$ cat src/hdl/pcp_pkg.sv
package pcp_pkg;

  // port geometry
  localparam int unsigned PCP_PINS = 16;

  // register indices: avalon word address equals the index
  localparam logic [31:0] PCP_DATA_IDX = 32'hFFFF8392;
  localparam logic [31:0] PCP_DIR_IDX  = 32'hFFFF8394;
  localparam logic [31:0] PCP_FUNC_IDX = 32'hFFFF8396;

  // values after reset
  localparam logic [15:0] PCP_DATA_RST = 16'h0000;
  localparam logic [15:0] PCP_DIR_RST  = 16'h0000;
  localparam logic [15:0] PCP_FUNC_RST = 16'h0000;

  // byte lane positions inside the 32-bit bus word
  localparam int unsigned PCP_LANE_HI = 1;
  localparam int unsigned PCP_LANE_LO = 0;

  // chip operating modes
  localparam logic [1:0] PCP_MODE_EXT0   = 2'h0;
  localparam logic [1:0] PCP_MODE_EXT1   = 2'h1;
  localparam logic [1:0] PCP_MODE_EXTROM = 2'h2;
  localparam logic [1:0] PCP_MODE_SINGLE = 2'h3;

  // answer latency of the bus slave in cycles
  localparam int unsigned PCP_WAIT_CYCLES = 1;

  // bus slave states, one-hot
  typedef enum logic [1:0] {
    PCP_ST_IDLE = 2'b01,
    PCP_ST_ACK  = 2'b10
  } pcp_state_t;

  // configuration handed to the pin multiplexer
  typedef struct packed {
    logic [1:0]  mode;
    logic [15:0] data;
    logic [15:0] dir;
    logic [15:0] func;
    logic [15:0] addr;
  } pcp_cfg_t;

  // result per pin from the multiplexer
  typedef struct packed {
    logic [15:0] out;
    logic [15:0] oe;
    logic [15:0] rd;
  } pcp_pin_t;

endpackage

$ cat src/hdl/pcp_pin_mux.sv
`timescale 1ns/1ps
module pcp_pin_mux
  import pcp_pkg::*;
(
  input  wire pcp_cfg_t    cfg,
  input  wire logic [15:0] pin_level,
  output pcp_pin_t         pins
);

  genvar g;

  // one slice per port pin
  generate
    for (g = 0; g < PCP_PINS; g++) begin : g_pin
      logic addr_fn;
      logic gpio;
      // address function owns the pin in rom-less extended modes
      assign addr_fn = (cfg.mode == PCP_MODE_EXT0) ||
                       (cfg.mode == PCP_MODE_EXT1) ||
                       ((cfg.mode == PCP_MODE_EXTROM) &&
                        cfg.func[g]);
      assign gpio    = !addr_fn;
      // drive stored bit only as ordinary output
      assign pins.out[g] = addr_fn ? cfg.addr[g] : cfg.data[g];
      assign pins.oe[g]  = addr_fn | (gpio & cfg.dir[g]);
      // readback follows direction bit, never the function
      assign pins.rd[g]  = cfg.dir[g] ? cfg.data[g] : pin_level[g];
    end
  endgenerate

endmodule // pcp_pin_mux

$ cat src/hdl/pcp_port_c.sv
// Chosen here: the Avalon-MM register port.
`timescale 1ns/1ps
// Contract
// - sixteen bidirectional pins, 15 down to 0
// - rom-less extended modes: pins are address outputs
// - rom mode selectable; single-chip mode general only
// - sixteen-bit data register, bit n is pin n
// - fixed address; byte, halfword, word access
// - ordinary output drives last written bit
// - direction one: read returns stored bit
// - direction zero: read returns pin level
// - write always stores; pin only if output
// - power-on reset clears data register
// - data survives manual, watchdog, standby, sleep
module pcp_port_c
  import pcp_pkg::*;
(
  input  wire logic        clk,
  input  wire logic        reset,
  input  wire logic        manual_reset,
  input  wire logic [1:0]  chip_mode,
  input  wire logic [15:0] ext_address,
  input  wire logic [31:0] avs_address,
  input  wire logic [3:0]  avs_byteenable,
  input  wire logic        avs_read,
  input  wire logic        avs_write,
  input  wire logic [31:0] avs_writedata,
  output logic      [31:0] avs_readdata,
  output logic             avs_waitrequest,
  input  wire logic [15:0] port_c_pin_in,
  output logic      [15:0] port_c_pin_out,
  output logic      [15:0] port_c_pin_oe
);

  pcp_state_t  state_r;
  pcp_state_t  state_nxt;
  logic [15:0] port_c_data_r;
  logic [15:0] port_c_direction_control_r;
  logic [15:0] port_c_function_r;
  logic [1:0]  mode_r;
  logic [31:0] readdata_r;
  logic        waitrequest_r;
  logic [15:0] pin_out_r;
  logic [15:0] pin_oe_r;
  logic        req;
  logic        wr_now;
  logic        hit_data;
  logic        hit_dir;
  logic        hit_func;
  logic [31:0] rd_word;
  pcp_cfg_t    cfg;
  pcp_pin_t    pins;

  // merge the two byte lanes of a write into a 16-bit register
  function automatic logic [15:0] merge_lanes(
    input logic [15:0] old,
    input logic [31:0] wdata,
    input logic [3:0]  be
  );
    logic [15:0] res;
    res = old;
    if (be[PCP_LANE_HI]) begin
      res[15:8] = wdata[15:8];
    end
    if (be[PCP_LANE_LO]) begin
      res[7:0] = wdata[7:0];
    end
    return res;
  endfunction

  // request decode
  assign req      = avs_read | avs_write;
  assign hit_data = (avs_address == PCP_DATA_IDX);
  assign hit_dir  = (avs_address == PCP_DIR_IDX);
  assign hit_func = (avs_address == PCP_FUNC_IDX);
  // a write lands on the edge where waitrequest is seen low
  assign wr_now   = (state_r == PCP_ST_ACK) & avs_write;

  // slave handshake: one wait cycle, then a one-cycle answer
  always_comb begin
    state_nxt = state_r;
    case (state_r)
      PCP_ST_IDLE: begin
        if (req) begin
          state_nxt = PCP_ST_ACK;
        end
      end
      PCP_ST_ACK: begin
        state_nxt = PCP_ST_IDLE;
      end
      default: begin
        state_nxt = PCP_ST_IDLE;
      end
    endcase
  end

  // state register
  always_ff @(posedge clk or posedge reset) begin
    if (reset) begin
      state_r <= PCP_ST_IDLE;
    end else begin
      state_r <= state_nxt;
    end
  end

  // waitrequest stays high except in the answer cycle
  always_ff @(posedge clk or posedge reset) begin
    if (reset) begin
      waitrequest_r <= 1'b1;
    end else begin
      waitrequest_r <= (state_nxt != PCP_ST_ACK);
    end
  end

  // mode level taken each cycle
  always_ff @(posedge clk or posedge reset) begin
    if (reset) begin
      mode_r <= PCP_MODE_EXT0;
    end else begin
      mode_r <= chip_mode;
    end
  end

  // data register: only power-on reset clears it
  always_ff @(posedge clk or posedge reset) begin
    if (reset) begin
      port_c_data_r <= PCP_DATA_RST;
    end else if (wr_now && hit_data) begin
      port_c_data_r <= merge_lanes(port_c_data_r, avs_writedata,
                                   avs_byteenable);
    end
  end

  // direction register, cleared by either reset
  always_ff @(posedge clk or posedge reset) begin
    if (reset) begin
      port_c_direction_control_r <= PCP_DIR_RST;
    end else if (manual_reset) begin
      port_c_direction_control_r <= PCP_DIR_RST;
    end else if (wr_now && hit_dir) begin
      port_c_direction_control_r <= merge_lanes(
        port_c_direction_control_r, avs_writedata, avs_byteenable);
    end
  end

  // pin function register, cleared by either reset
  always_ff @(posedge clk or posedge reset) begin
    if (reset) begin
      port_c_function_r <= PCP_FUNC_RST;
    end else if (manual_reset) begin
      port_c_function_r <= PCP_FUNC_RST;
    end else if (wr_now && hit_func) begin
      port_c_function_r <= merge_lanes(port_c_function_r,
                                       avs_writedata, avs_byteenable);
    end
  end

  // bundle for the pin multiplexer
  assign cfg.mode = mode_r;
  assign cfg.data = port_c_data_r;
  assign cfg.dir  = port_c_direction_control_r;
  assign cfg.func = port_c_function_r;
  assign cfg.addr = ext_address;

  pcp_pin_mux u_mux (
    .cfg       (cfg),
    .pin_level (port_c_pin_in),
    .pins      (pins)
  );

  // read word; unmapped addresses answer zero
  always_comb begin
    rd_word = 32'h00000000;
    if (hit_data) begin
      rd_word[15:0] = pins.rd;
    end else if (hit_dir) begin
      rd_word[15:0] = port_c_direction_control_r;
    end else if (hit_func) begin
      rd_word[15:0] = port_c_function_r;
    end
  end

  // read data captured as the answer cycle begins
  always_ff @(posedge clk or posedge reset) begin
    if (reset) begin
      readdata_r <= 32'h00000000;
    end else if ((state_r == PCP_ST_IDLE) && avs_read) begin
      readdata_r <= rd_word;
    end else if (state_r == PCP_ST_ACK) begin
      readdata_r <= 32'h00000000;
    end
  end

  // registered pin drive
  always_ff @(posedge clk or posedge reset) begin
    if (reset) begin
      pin_out_r <= 16'h0000;
      pin_oe_r  <= 16'h0000;
    end else begin
      pin_out_r <= pins.out;
      pin_oe_r  <= pins.oe;
    end
  end

  assign avs_readdata    = readdata_r;
  assign avs_waitrequest = waitrequest_r;
  assign port_c_pin_out  = pin_out_r;
  assign port_c_pin_oe   = pin_oe_r;

endmodule // pcp_port_c

$ cat config.mk
export PLATFORM = sky130hd
export DESIGN_NAME = pcp_port_c
export DESIGN_NICKNAME = d
export VERILOG_FILES = /design/src/hdl/pcp_pkg.sv /design/src/hdl/pcp_pin_mux.sv /design/src/hdl/pcp_port_c.sv
export SDC_FILE = /design/constraint.sdc
export NUM_CORES = 1
export LEC_CHECK = 0
export ABC_AREA = 0
export BUFFER_PORTS_ARGS = -buffer_cell sky130_fd_sc_hd__buf_2
export CAP_MARGIN = 20
export CORE_UTILIZATION = 40
export CTS_CLUSTER_DIAMETER = 120
export DETAILED_ROUTE_END_ITERATION = 10
export GPL_TIMING_DRIVEN = 0
export PLACE_DENSITY = 0.73
export SLEW_MARGIN = 0
export SYNTH_ARGS = -nofsm -noshare
export SYNTH_HDL_FRONTEND = slang
export SYNTH_SLANG_ARGS = --single-unit
$ cat constraint.sdc
create_clock -name clk -period 3.92 [get_ports clk]
set_input_delay 0.392 -clock clk [delete_from_list [all_inputs] [get_ports clk]]
set_output_delay 0.392 -clock clk [all_outputs]
set_load 0.02 [all_outputs]
Yosys cells after proc, flatten, opt, wreduce, memory -nomap -nowiden
Index checks and enable logic that the tools add are counted.

storage, ports and cells
  output and inout port bits = 65
  logic and storage cells = 164
  input port bits = 107
  flip-flop bits (word level) = 117

cells by class
  bitwise logic cells = 34
  equality and inequality tests = 8
  mux-type cells = 45
  reductions and logical operators = 65

operators by type and width
  kind                                                             number
  16-bit two-way mux                                               7
  32-bit == test, second input constant                            3
  32-bit two-way mux                                               2
  1-bit two-way mux                                                32
  1-bit logical AND                                                20
  1-bit bitwise AND                                                17
  1-bit logical OR                                                 17
  1-bit bitwise OR                                                 17
  1-bit zero test                                                  16
  8-bit two-way mux                                                2
  2-bit AND reduction                                              6
  2-bit nonzero test                                               5
  2-bit by 1-bit == test with 1-bit output, second input constant  2
  2-bit == test, second input constant                             2
  2-bit two-way mux                                                2
  2-bit zero test                                                  1
  2-bit != test, second input constant                             1

Logic depth before layout (Yosys ltp)
Gate-level depths: netlist of the first run.

  word-level depth = 6
  mapped depth = 7
  gate-level depth less buffers = 4

Modules after synthesis
From an unflattened synthesis of the first run, not the netlist that was laid out.

unflattened totals
  cells, all modules = 466
  area total of the unflattened synthesis = 5121.2 sq um

by module, submodules not included
  module       cells an instance  area each (sq um)  seq. area each (sq um)  instances
  pcp_port_c   384                4420.5             2529.9                  1
  pcp_pin_mux  82                 700.7              0.0                     1

Worst setup path after synthesis of the first run
OpenSTA, ideal clock, no wires.

  kind = in2reg
  from = input port avs_address[31]
  to = register port_c_data_r[10]
  path slack = 1.799 ns
  data arrival time = 1.996 ns
  library setup time = 0.125 ns
  buffers on the path = 1
  stages on the path = 5
  data required time = 3.795 ns
  path through = nand4_1 -> or4_1 -> buf_2 -> nor4_4 -> mux2_2

on the way
  longest elaborated chain between the ends = 3

ends and longest elaborated chain
  element                               RTL line           RTL
  start, declared                       pcp_port_c.sv:23   input wire logic [31:0] avs_address,
  32-bit == test                        pcp_port_c.sv:73   assign hit_data = (avs_address == PCP_DATA_IDX);
  1-bit logical AND                     pcp_port_c.sv:128  end else if (wr_now && hit_data) begin
  2-bit AND reduction (no source line)  -
  end signal, assigned                  pcp_port_c.sv:129  port_c_data_r <= merge_lanes(port_c_data_r, avs_writedata,
  end, declared                         pcp_port_c.sv:37   logic [15:0] port_c_data_r;

Every way passes these cells.
A chain may end at the register's enable or synchronous reset.

Worst setup path after layout of the first run
  from = input port avs_address[11]
  to = register port_c_data_r[8]

Same word-level chain as after synthesis.

==> out/metrics.yaml, run 1 <==
clock_network:
  cts_buffers: 9
  cts_sinks: 101
  h-tree-depth: 3
  clk_pin_slew_ns: 0.06
  cts_tree: "built"
  cts_resized: 0
  cts_max_path_buffers: 2
  cts_root_buf: "clkbuf_16"
  post-cts-setup-buffers: 0
  worstSkewPairLatency_ns: 0.34
  holdBufCountCts: 0
global_route:
  antenna_found_initial: 0
  grt_pass1_wl_um: 23810
  grt_max_degree: 61
  grt.overflow.total: 0
  grt_pass1_vias: 4522
  grtUsageTotal_pct: 24.70
sta:
  finalClockSkew_ns: 0.007005
  timing.fmax_ghz: 0.4077
  post-route-period-util_pct: 62.57
  period_minus_slack_ns: 2.453
  maxSlewViolCount: 0
  hold_violations: 0
  rsz0062_at_grt: "false"
  fin_ws_ns: 1.467
  setup_viol_count_final: 0
  max_slew.worst_pin.slew_ns: 0.8952
  relSlewSlack_pct: 39.86
drt:
  met2_length_um: 7548
  drtAntennaViolNets: 0
  via_per_inst: 5.747
  first_pass_iters: 8
  drcViolationCount: 10
  routedWlPerCell_um: 19.83
  first_iter_violations: 344
  vias: 4385
  wl_met3_um: 953
  wl_um: 15130
  highest-signal-layer: "met4"
  m1WireLength_um: 6177
worst_setup_path:
  critical_path_class: "in2reg"
  worstPathArrival_ns: 2.68
  crit_chain: "buf_2 -> nor4b_1 -> nand4_1 -> nor4_4 -> mux2_2"
  crit_buf_inv: 1
  endpoint_kind: "register"
  slowest_delay_ns: 0.91
  slowest_stage: "nor4_4"
  cp-start-kind: "input port"
  cp_data_required_time_ns: 4.15
  cp_top_family: "simple AND/OR/NAND/NOR gates"
  cp_max_fo: 8
placed_design:
  hpwl_um: 10760
  dp_cells: 746
  place_area_mm2: 0.005801
  gp_congestion: 0.8873
  dp_slack_ns: 1.119
  io_buffers: 136
synth:
  netlist_instances: 451
  synth_xor_area_share_pct: 0
  ys_warn_count: 0
  ys_types: 34
  synth_area_leader_cell: "dfrtp_1"
  synthTopCellsByArea: "dfrtp_1, mux2_2, nand4_1"
  ys_ff_latch: 101
  synth_top_area_share_pct: 51.03
  synth.area.mux_share_pct: 10.72
  synthAdderAreaFrac_pct: 0
  synth_compound_area_share_pct: 16.75
  yosys.area_share.simple_pct: 13.45
  seq_area_frac_synth_pct: 52.11
  avgSynthCellArea_um2: 10.76
  synth_top_family_by_area: "compound AO/OA/AOI/OAI gates"
  syn_area_mm2: 0.004855
pwr:
  p_total_uw: 2386
  leakage_uw: 0.002812
  power_density_mw_per_mm2: 389.3
  peakVddDrop_uv: 235.4
final_layout:
  drive_gt1_share_pct: 36.29
  syn_to_final_growth_pct: 26.24
  stdcell_count: 763
  antennaDiodeCount: 0
  utilization_pct: 52.77
  nets: 722
  fin_area_mm2: 0.006128
run_status:
  status: "finished with violations"
  violations: "DRC"
die:
  start_util_pct: 41.80
  die_w_um: 112.2
  row_count: 39
  die_area_mm2: 0.01258
  die_h_um: 112.2
  io_pins: 172
  core-area_mm2: 0.01161
min_path:
  hold_class: "in2async"
flow_run:
  maxCapViolCount: 0
-- final timing paths --
kind | startpoint | to | slack (ns) | depth (start not counted)
worst max-delay path | avs_address[11] | port_c_data_r[8]$_DFFE_PP0P_ | 1.47 | 5
worst min-delay path | reset | port_c_pin_out[2]$_DFF_PP0_ | 0.11 | 2
worst max register to register | state_r[1]$_DFF_PP0_ | port_c_data_r[8]$_DFFE_PP0P_ | 1.78 | 4
worst min register to register | avs_readdata[9]$_DFFE_PP0P_ | avs_readdata[9]$_DFFE_PP0P_ | 0.49 | 1
max in group asynchronous | reset | avs_waitrequest$_DFF_PP1_ | 3.09 | 3
min in group clk | chip_mode[0] | mode_r[0]$_DFF_PP0_ | 0.16 | 1
-- flip-flops by register name (all words and copies together) (netlist names) --
signal / cells
port_c_direction_control_r: 16
port_c_data_r: 16
avs_waitrequest: 1
avs_readdata: 16
state_r: 2
port_c_pin_oe: 16
port_c_function_r: 16
mode_r: 2
port_c_pin_out: 16
-- final cells by class --
cell class              instances  area, um^2
clock inverters                 6       83.83
repair buffers                138       713.2
flip-flops and latches        101        2530
inverters                      18       70.07
fillers                      1063        5485
clock buffers                  10       239.0
well taps                     143       178.9
multi-input cells             293        2047
plain buffers                  54       266.5
-- worst reg2reg max path, delay by kind of cell (launching register included) --
kind / cells / cell delay [ns]
DFF: 1 / 0.37
muxes: 1 / 0.41
and+or+nand+nor: 3 / 1.24
-- cells by family after synthesis --
family,count (synthesis)
multiplexers,48
flip-flops,101
buffers and inverters,72
other,1
AO/OA/AOI/OAI,130
AND/OR/NAND/NOR,99
-- synthesized netlist by cell type --
cell / count
nand2_1: 5
clkbuf_1: 31
and2_1: 1
nor4b_1: 2
and4_1: 3
conb_1: 1
nor4_1: 1
mux2_2: 31
and3_1: 1
and2_0: 1
a32o_1: 16
nor3_1: 2
nor4_4: 2
inv_1: 18
buf_2: 3
nand2b_1: 1
dfrtp_1: 99
buf_1: 4
a21oi_1: 62
nor4bb_1: 1
or2_2: 16
dfstp_2: 2
nor2_1: 1
mux2_1: 1
or4_1: 1
nand4_1: 54
a31oi_1: 2
nor2b_1: 4
o21ai_0: 18
or3_1: 2
and4b_1: 1
mux2i_1: 16
o31ai_1: 32
buf_4: 16
-- per-layer routing --
| layer | global-route usage, % | vias to the layer above |
|---|---|---|
| li1 | - | 1997 |
| met5 | 0 | - |
| met4 | 11.02 | 0 |
| met2 | 42.19 | 190 |
| met3 | 3.240 | 38 |
| met1 | 31.43 | 2160 |
-- placed cells by master, fill, tap and decap left out, drive strengths merged --
cell	count
and2	2
nor2b	4
o31ai	32
inv	19
nor2	1
conb	16
clkinv	3
dfstp	2
dfrtp	99
mux2	32
nor4b	2
nand2	5
buf	160
or3	2
o21ai	18
nand2b	1
nor4bb	1
nor4	3
and3	1
or4	1
a21oi	62
nand4	54
and4b	1
a31oi	2
clkbuf	42
and4	3
a32o	16
bufinv	2
mux2i	16
or2	16
nor3	2
-- power breakdown --
group / switching (uW) / internal, uW / total [uW]
sequential: 15.3 / 1080 / 1100
clock: 384 / 576 / 960
combinational: 221 / 108 / 329
total: 620 / 1770 / 2390
-- metrics by stage --
step	hold slack, ns	TNS [ns]
after floorplan	0.4234	0
after global placement	0.4732	-26.69
after detailed placement	0.4794	0
after CTS	0.1198	0
after global routing	0.1547	0
final	0.1079	0
No activity file was read; power rests on OpenSTA's default activity.
==> run 2, diff against run 1 <==
--- a/config.mk
+++ b/config.mk
@@ -12,7 +12,7 @@
 export CTS_CLUSTER_DIAMETER = 120
 export DETAILED_ROUTE_END_ITERATION = 10
 export GPL_TIMING_DRIVEN = 0
-export PLACE_DENSITY = 0.73
+export PLACE_DENSITY = 0.76
 export SLEW_MARGIN = 0
 export SYNTH_ARGS = -nofsm -noshare
 export SYNTH_HDL_FRONTEND = slang
==> constraint.sdc (replaced) <==
create_clock -name clk -period 2.2 [get_ports clk]
set_input_delay 0.22 -clock clk [delete_from_list [all_inputs] [get_ports clk]]
set_output_delay 0.22 -clock clk [all_outputs]
set_load 0.02 [all_outputs]
==> run 2 against run 1 <==
Against the previous run:
- the run still ends with DRC left
- power rose by 73%
- clock power rose by 65%
- wire length rose by 2.1%
- via count up 1.0%
- combinational power grew 80%
- register-to-register slack got worse by 1.6 ns
- first-iteration DRC count is 1.7% higher
- critical path depth is 2 higher
- die area unchanged
- critical path type unchanged
==> out/metrics.yaml, run 2 (synthesis results as in run 1) <==
final_layout:
  final_common_cell: "buf_2"
  nets: 728  # +0.83%
  drive_gt1_share_pct: 36.74  # +0.45 points
  fin_area_mm2: 0.006165  # +0.59%
  stdcell_count: 769  # +0.79%
  syn_to_final_growth_pct: 26.98
  mostFrequentLayoutCells: "buf_2, dfrtp_1, a21oi_1"
  num-fill-cells: 1057  # -0.56%
  antennaDiodeCount: 0  # unchanged
drt:
  vias: 4430  # +1.0%
  drtAntennaViolNets: 0  # unchanged
  wl_um: 15440  # +2.1%
  drcViolationCount: 9  # -1
  first_iter_violations: 350  # +1.7%
  highest-signal-layer: "met4"
  met2_length_um: 7770  # +2.9%
  routedWlPerCell_um: 20.08  # +1.3%
  m1WireLength_um: 6481  # +4.9%
  via_per_inst: 5.761  # +0.24%
  wl_met3_um: 936  # -1.8%
  first_pass_iters: 8  # unchanged
die:
  io_pins: 172  # unchanged
  die_w_um: 112.2  # unchanged
  start_util_pct: 41.80  # unchanged
  die_area_mm2: 0.01258  # unchanged
  core-area_mm2: 0.01161  # unchanged
  die_h_um: 112.2  # unchanged
  row_count: 39  # unchanged
sta:
  period_minus_slack_ns: 2.157
  rsz0062_at_grt: "false"
  post-route-period-util_pct: 98.02
  relSlewSlack_pct: 20.96  # -19 points
  max_slew.worst_pin.slew_ns: 1.177  # +0.2813 ns
  hold_violations: 0  # unchanged
  tns_ns: 0  # unchanged
  maxSlewViolCount: 0  # unchanged
  fin_ws_ns: 0.04346  # -1.424 ns
  setup_viol_count_final: 0  # unchanged
  holdWs_ns: 0.06066  # -0.04726 ns
  finalClockSkew_ns: 0.009598  # +0.002593 ns
  timing.fmax_ghz: 0.4637
worst_setup_path:
  endpoint_kind: "register"
  cp_data_required_time_ns: 2.46  # -1.69 ns
  cp-startpoint: "avs_address[31]"
  cp_max_fo: 10  # +2
  endpoint: "port_c_function_r[4]$_DFFE_PP0P_"
  regToRegEndpoint: "avs_readdata[2]$_DFFE_PP0P_"
  r2r_slack_ns: 0.18  # -1.60 ns
  critical_path_class: "in2reg"
  slowest_stage: "nor4_1"
  slowest_delay_ns: 0.63  # -0.28 ns
  cp-start-kind: "input port"
  r2r_start: "state_r[0]$_DFF_PP1_"
  r2r_cells: 5  # +1
  timing.critical_path.mode_cell: "nand4_1"
  crit_chain: "buf_2 -> nand4_1 -> nor4_1 -> clkbuf_2 -> clkbuf_1 -> nand4_1 -> a21oi_1"
  worstPathArrival_ns: 2.41  # -0.27 ns
global_route:
  grtUsageTotal_pct: 24.89  # +0.19 points
  grt_pass1_wl_um: 23870  # +0.26%
  grt_max_degree: 42  # -31%
  grt.overflow.total: 0  # unchanged
  grt_pass1_vias: 4510  # -0.27%
  antenna_found_initial: 0  # unchanged
placed_design:
  gp_congestion: 0.9307  # +4.9%
  dp_cells: 747  # +0.13%
  place_area_mm2: 0.005814  # +0.24%
  hpwl_um: 10970  # +2.0%
  io_buffers: 136  # unchanged
  dp_slack_ns: -0.3714  # -1.491 ns
pwr:
  leakage_uw: 0.002825  # +0.47%
  peakVddDrop_uv: 319.7  # +36%
  power_density_mw_per_mm2: 669.2  # +72%
clock_network:
  cts_max_path_buffers: 2  # unchanged
  cts_tree: "built"
  clk_pin_slew_ns: 0.07  # about the same
  cts_sinks: 101  # unchanged
  cts_buffers: 9  # unchanged
  cts_root_buf: "clkbuf_16"
  worstSkewPairLatency_ns: 0.35  # about the same
  h-tree-depth: 3  # unchanged
min_path:
  hold_class: "in2reg"
  hold_path_depth: 2
run_status:
  violations: "DRC"
  status: "finished with violations"
flow_run:
  maxCapViolCount: 0  # unchanged
==> run 2: cell count changes in the layout (fill, tap and decap cells not counted), moves of 2 or more <==
cell,change
clkbuf_1,-2
buf_4,+3
bufinv_16,-2
buf_12,+2
clkinv_2,-3
clkinv_4,+3
dlygate4sd3_1,+3
clkinvlp_4,+2
inv_8,+2
==> run 2: layer usage <==
metal  track usage (%)  vias up
met5                 0        -
met4             8.622        0
met3             3.564       23
met2             43.19      188
met1             31.89     2211
li1                  -     2008
==> run 2: repair_timing <==
action / CTS / global route
cloned: 0 / 0
endpoints found under the hold margin: 18 / 0
hold buffers: 3 / 0
setup endpoints to repair: 8 / 17
buffers inserted: 0 / 3
pin swaps: 1 / 2
gates resized for setup: 1 / 2
==> run 2: metrics by stage <==
stage               power [uW]  utilization (%)
CTS                       4132            52.88
global route              4276            53.08
floorplan                 2321                -
detailed placement        2573            50.06
global placement          2547            49.72
finish                    4125            53.08
==> run 2: worst min path at each step <==
stage                                end         start  slack, ns
2_1_floorplan        mode_r[0]$_DFF_PP0_  chip_mode[0]       0.25
5_1_grt        avs_waitrequest$_DFF_PP1_      avs_read       0.07
3_5_place_dp         mode_r[0]$_DFF_PP0_  chip_mode[0]       0.33
3_3_place_gp         mode_r[1]$_DFF_PP0_  chip_mode[1]       0.33
6_report       avs_waitrequest$_DFF_PP1_      avs_read       0.06
4_1_cts        avs_waitrequest$_DFF_PP1_      avs_read       0.05
==> run 2: power breakdown <==
group	leakage (uW)	switching, uW	internal [uW]
Sequential	0.00134	29.4	1930
Clock	0.000143	754	821
Combinational	0.00134	396	198
Total	0.00283	1180	2950
==> run 2: worst max-delay path: cells and delay by family <==
kind | cells | cell delay (ns)
buffers and inverters | 3 | 1.05
and+or+nand+nor | 3 | 0.94
AOI/OAI and AO/OA | 1 | 0.21
==> run 2: layout make-up <==
cell class,instances,area (um^2),share of cell area [%]
Inverter,18,71.32,1.157
Clock buffer,10,239.0,3.877
Tap cell,143,178.9,2.902
Timing Repair Buffer,144,773.2,12.54
Buffer,54,269.0,4.364
Multi-Input combinational cell,293,2047,33.20
Clock inverter,6,56.30,0.9133
Sequential cell,101,2530,41.04
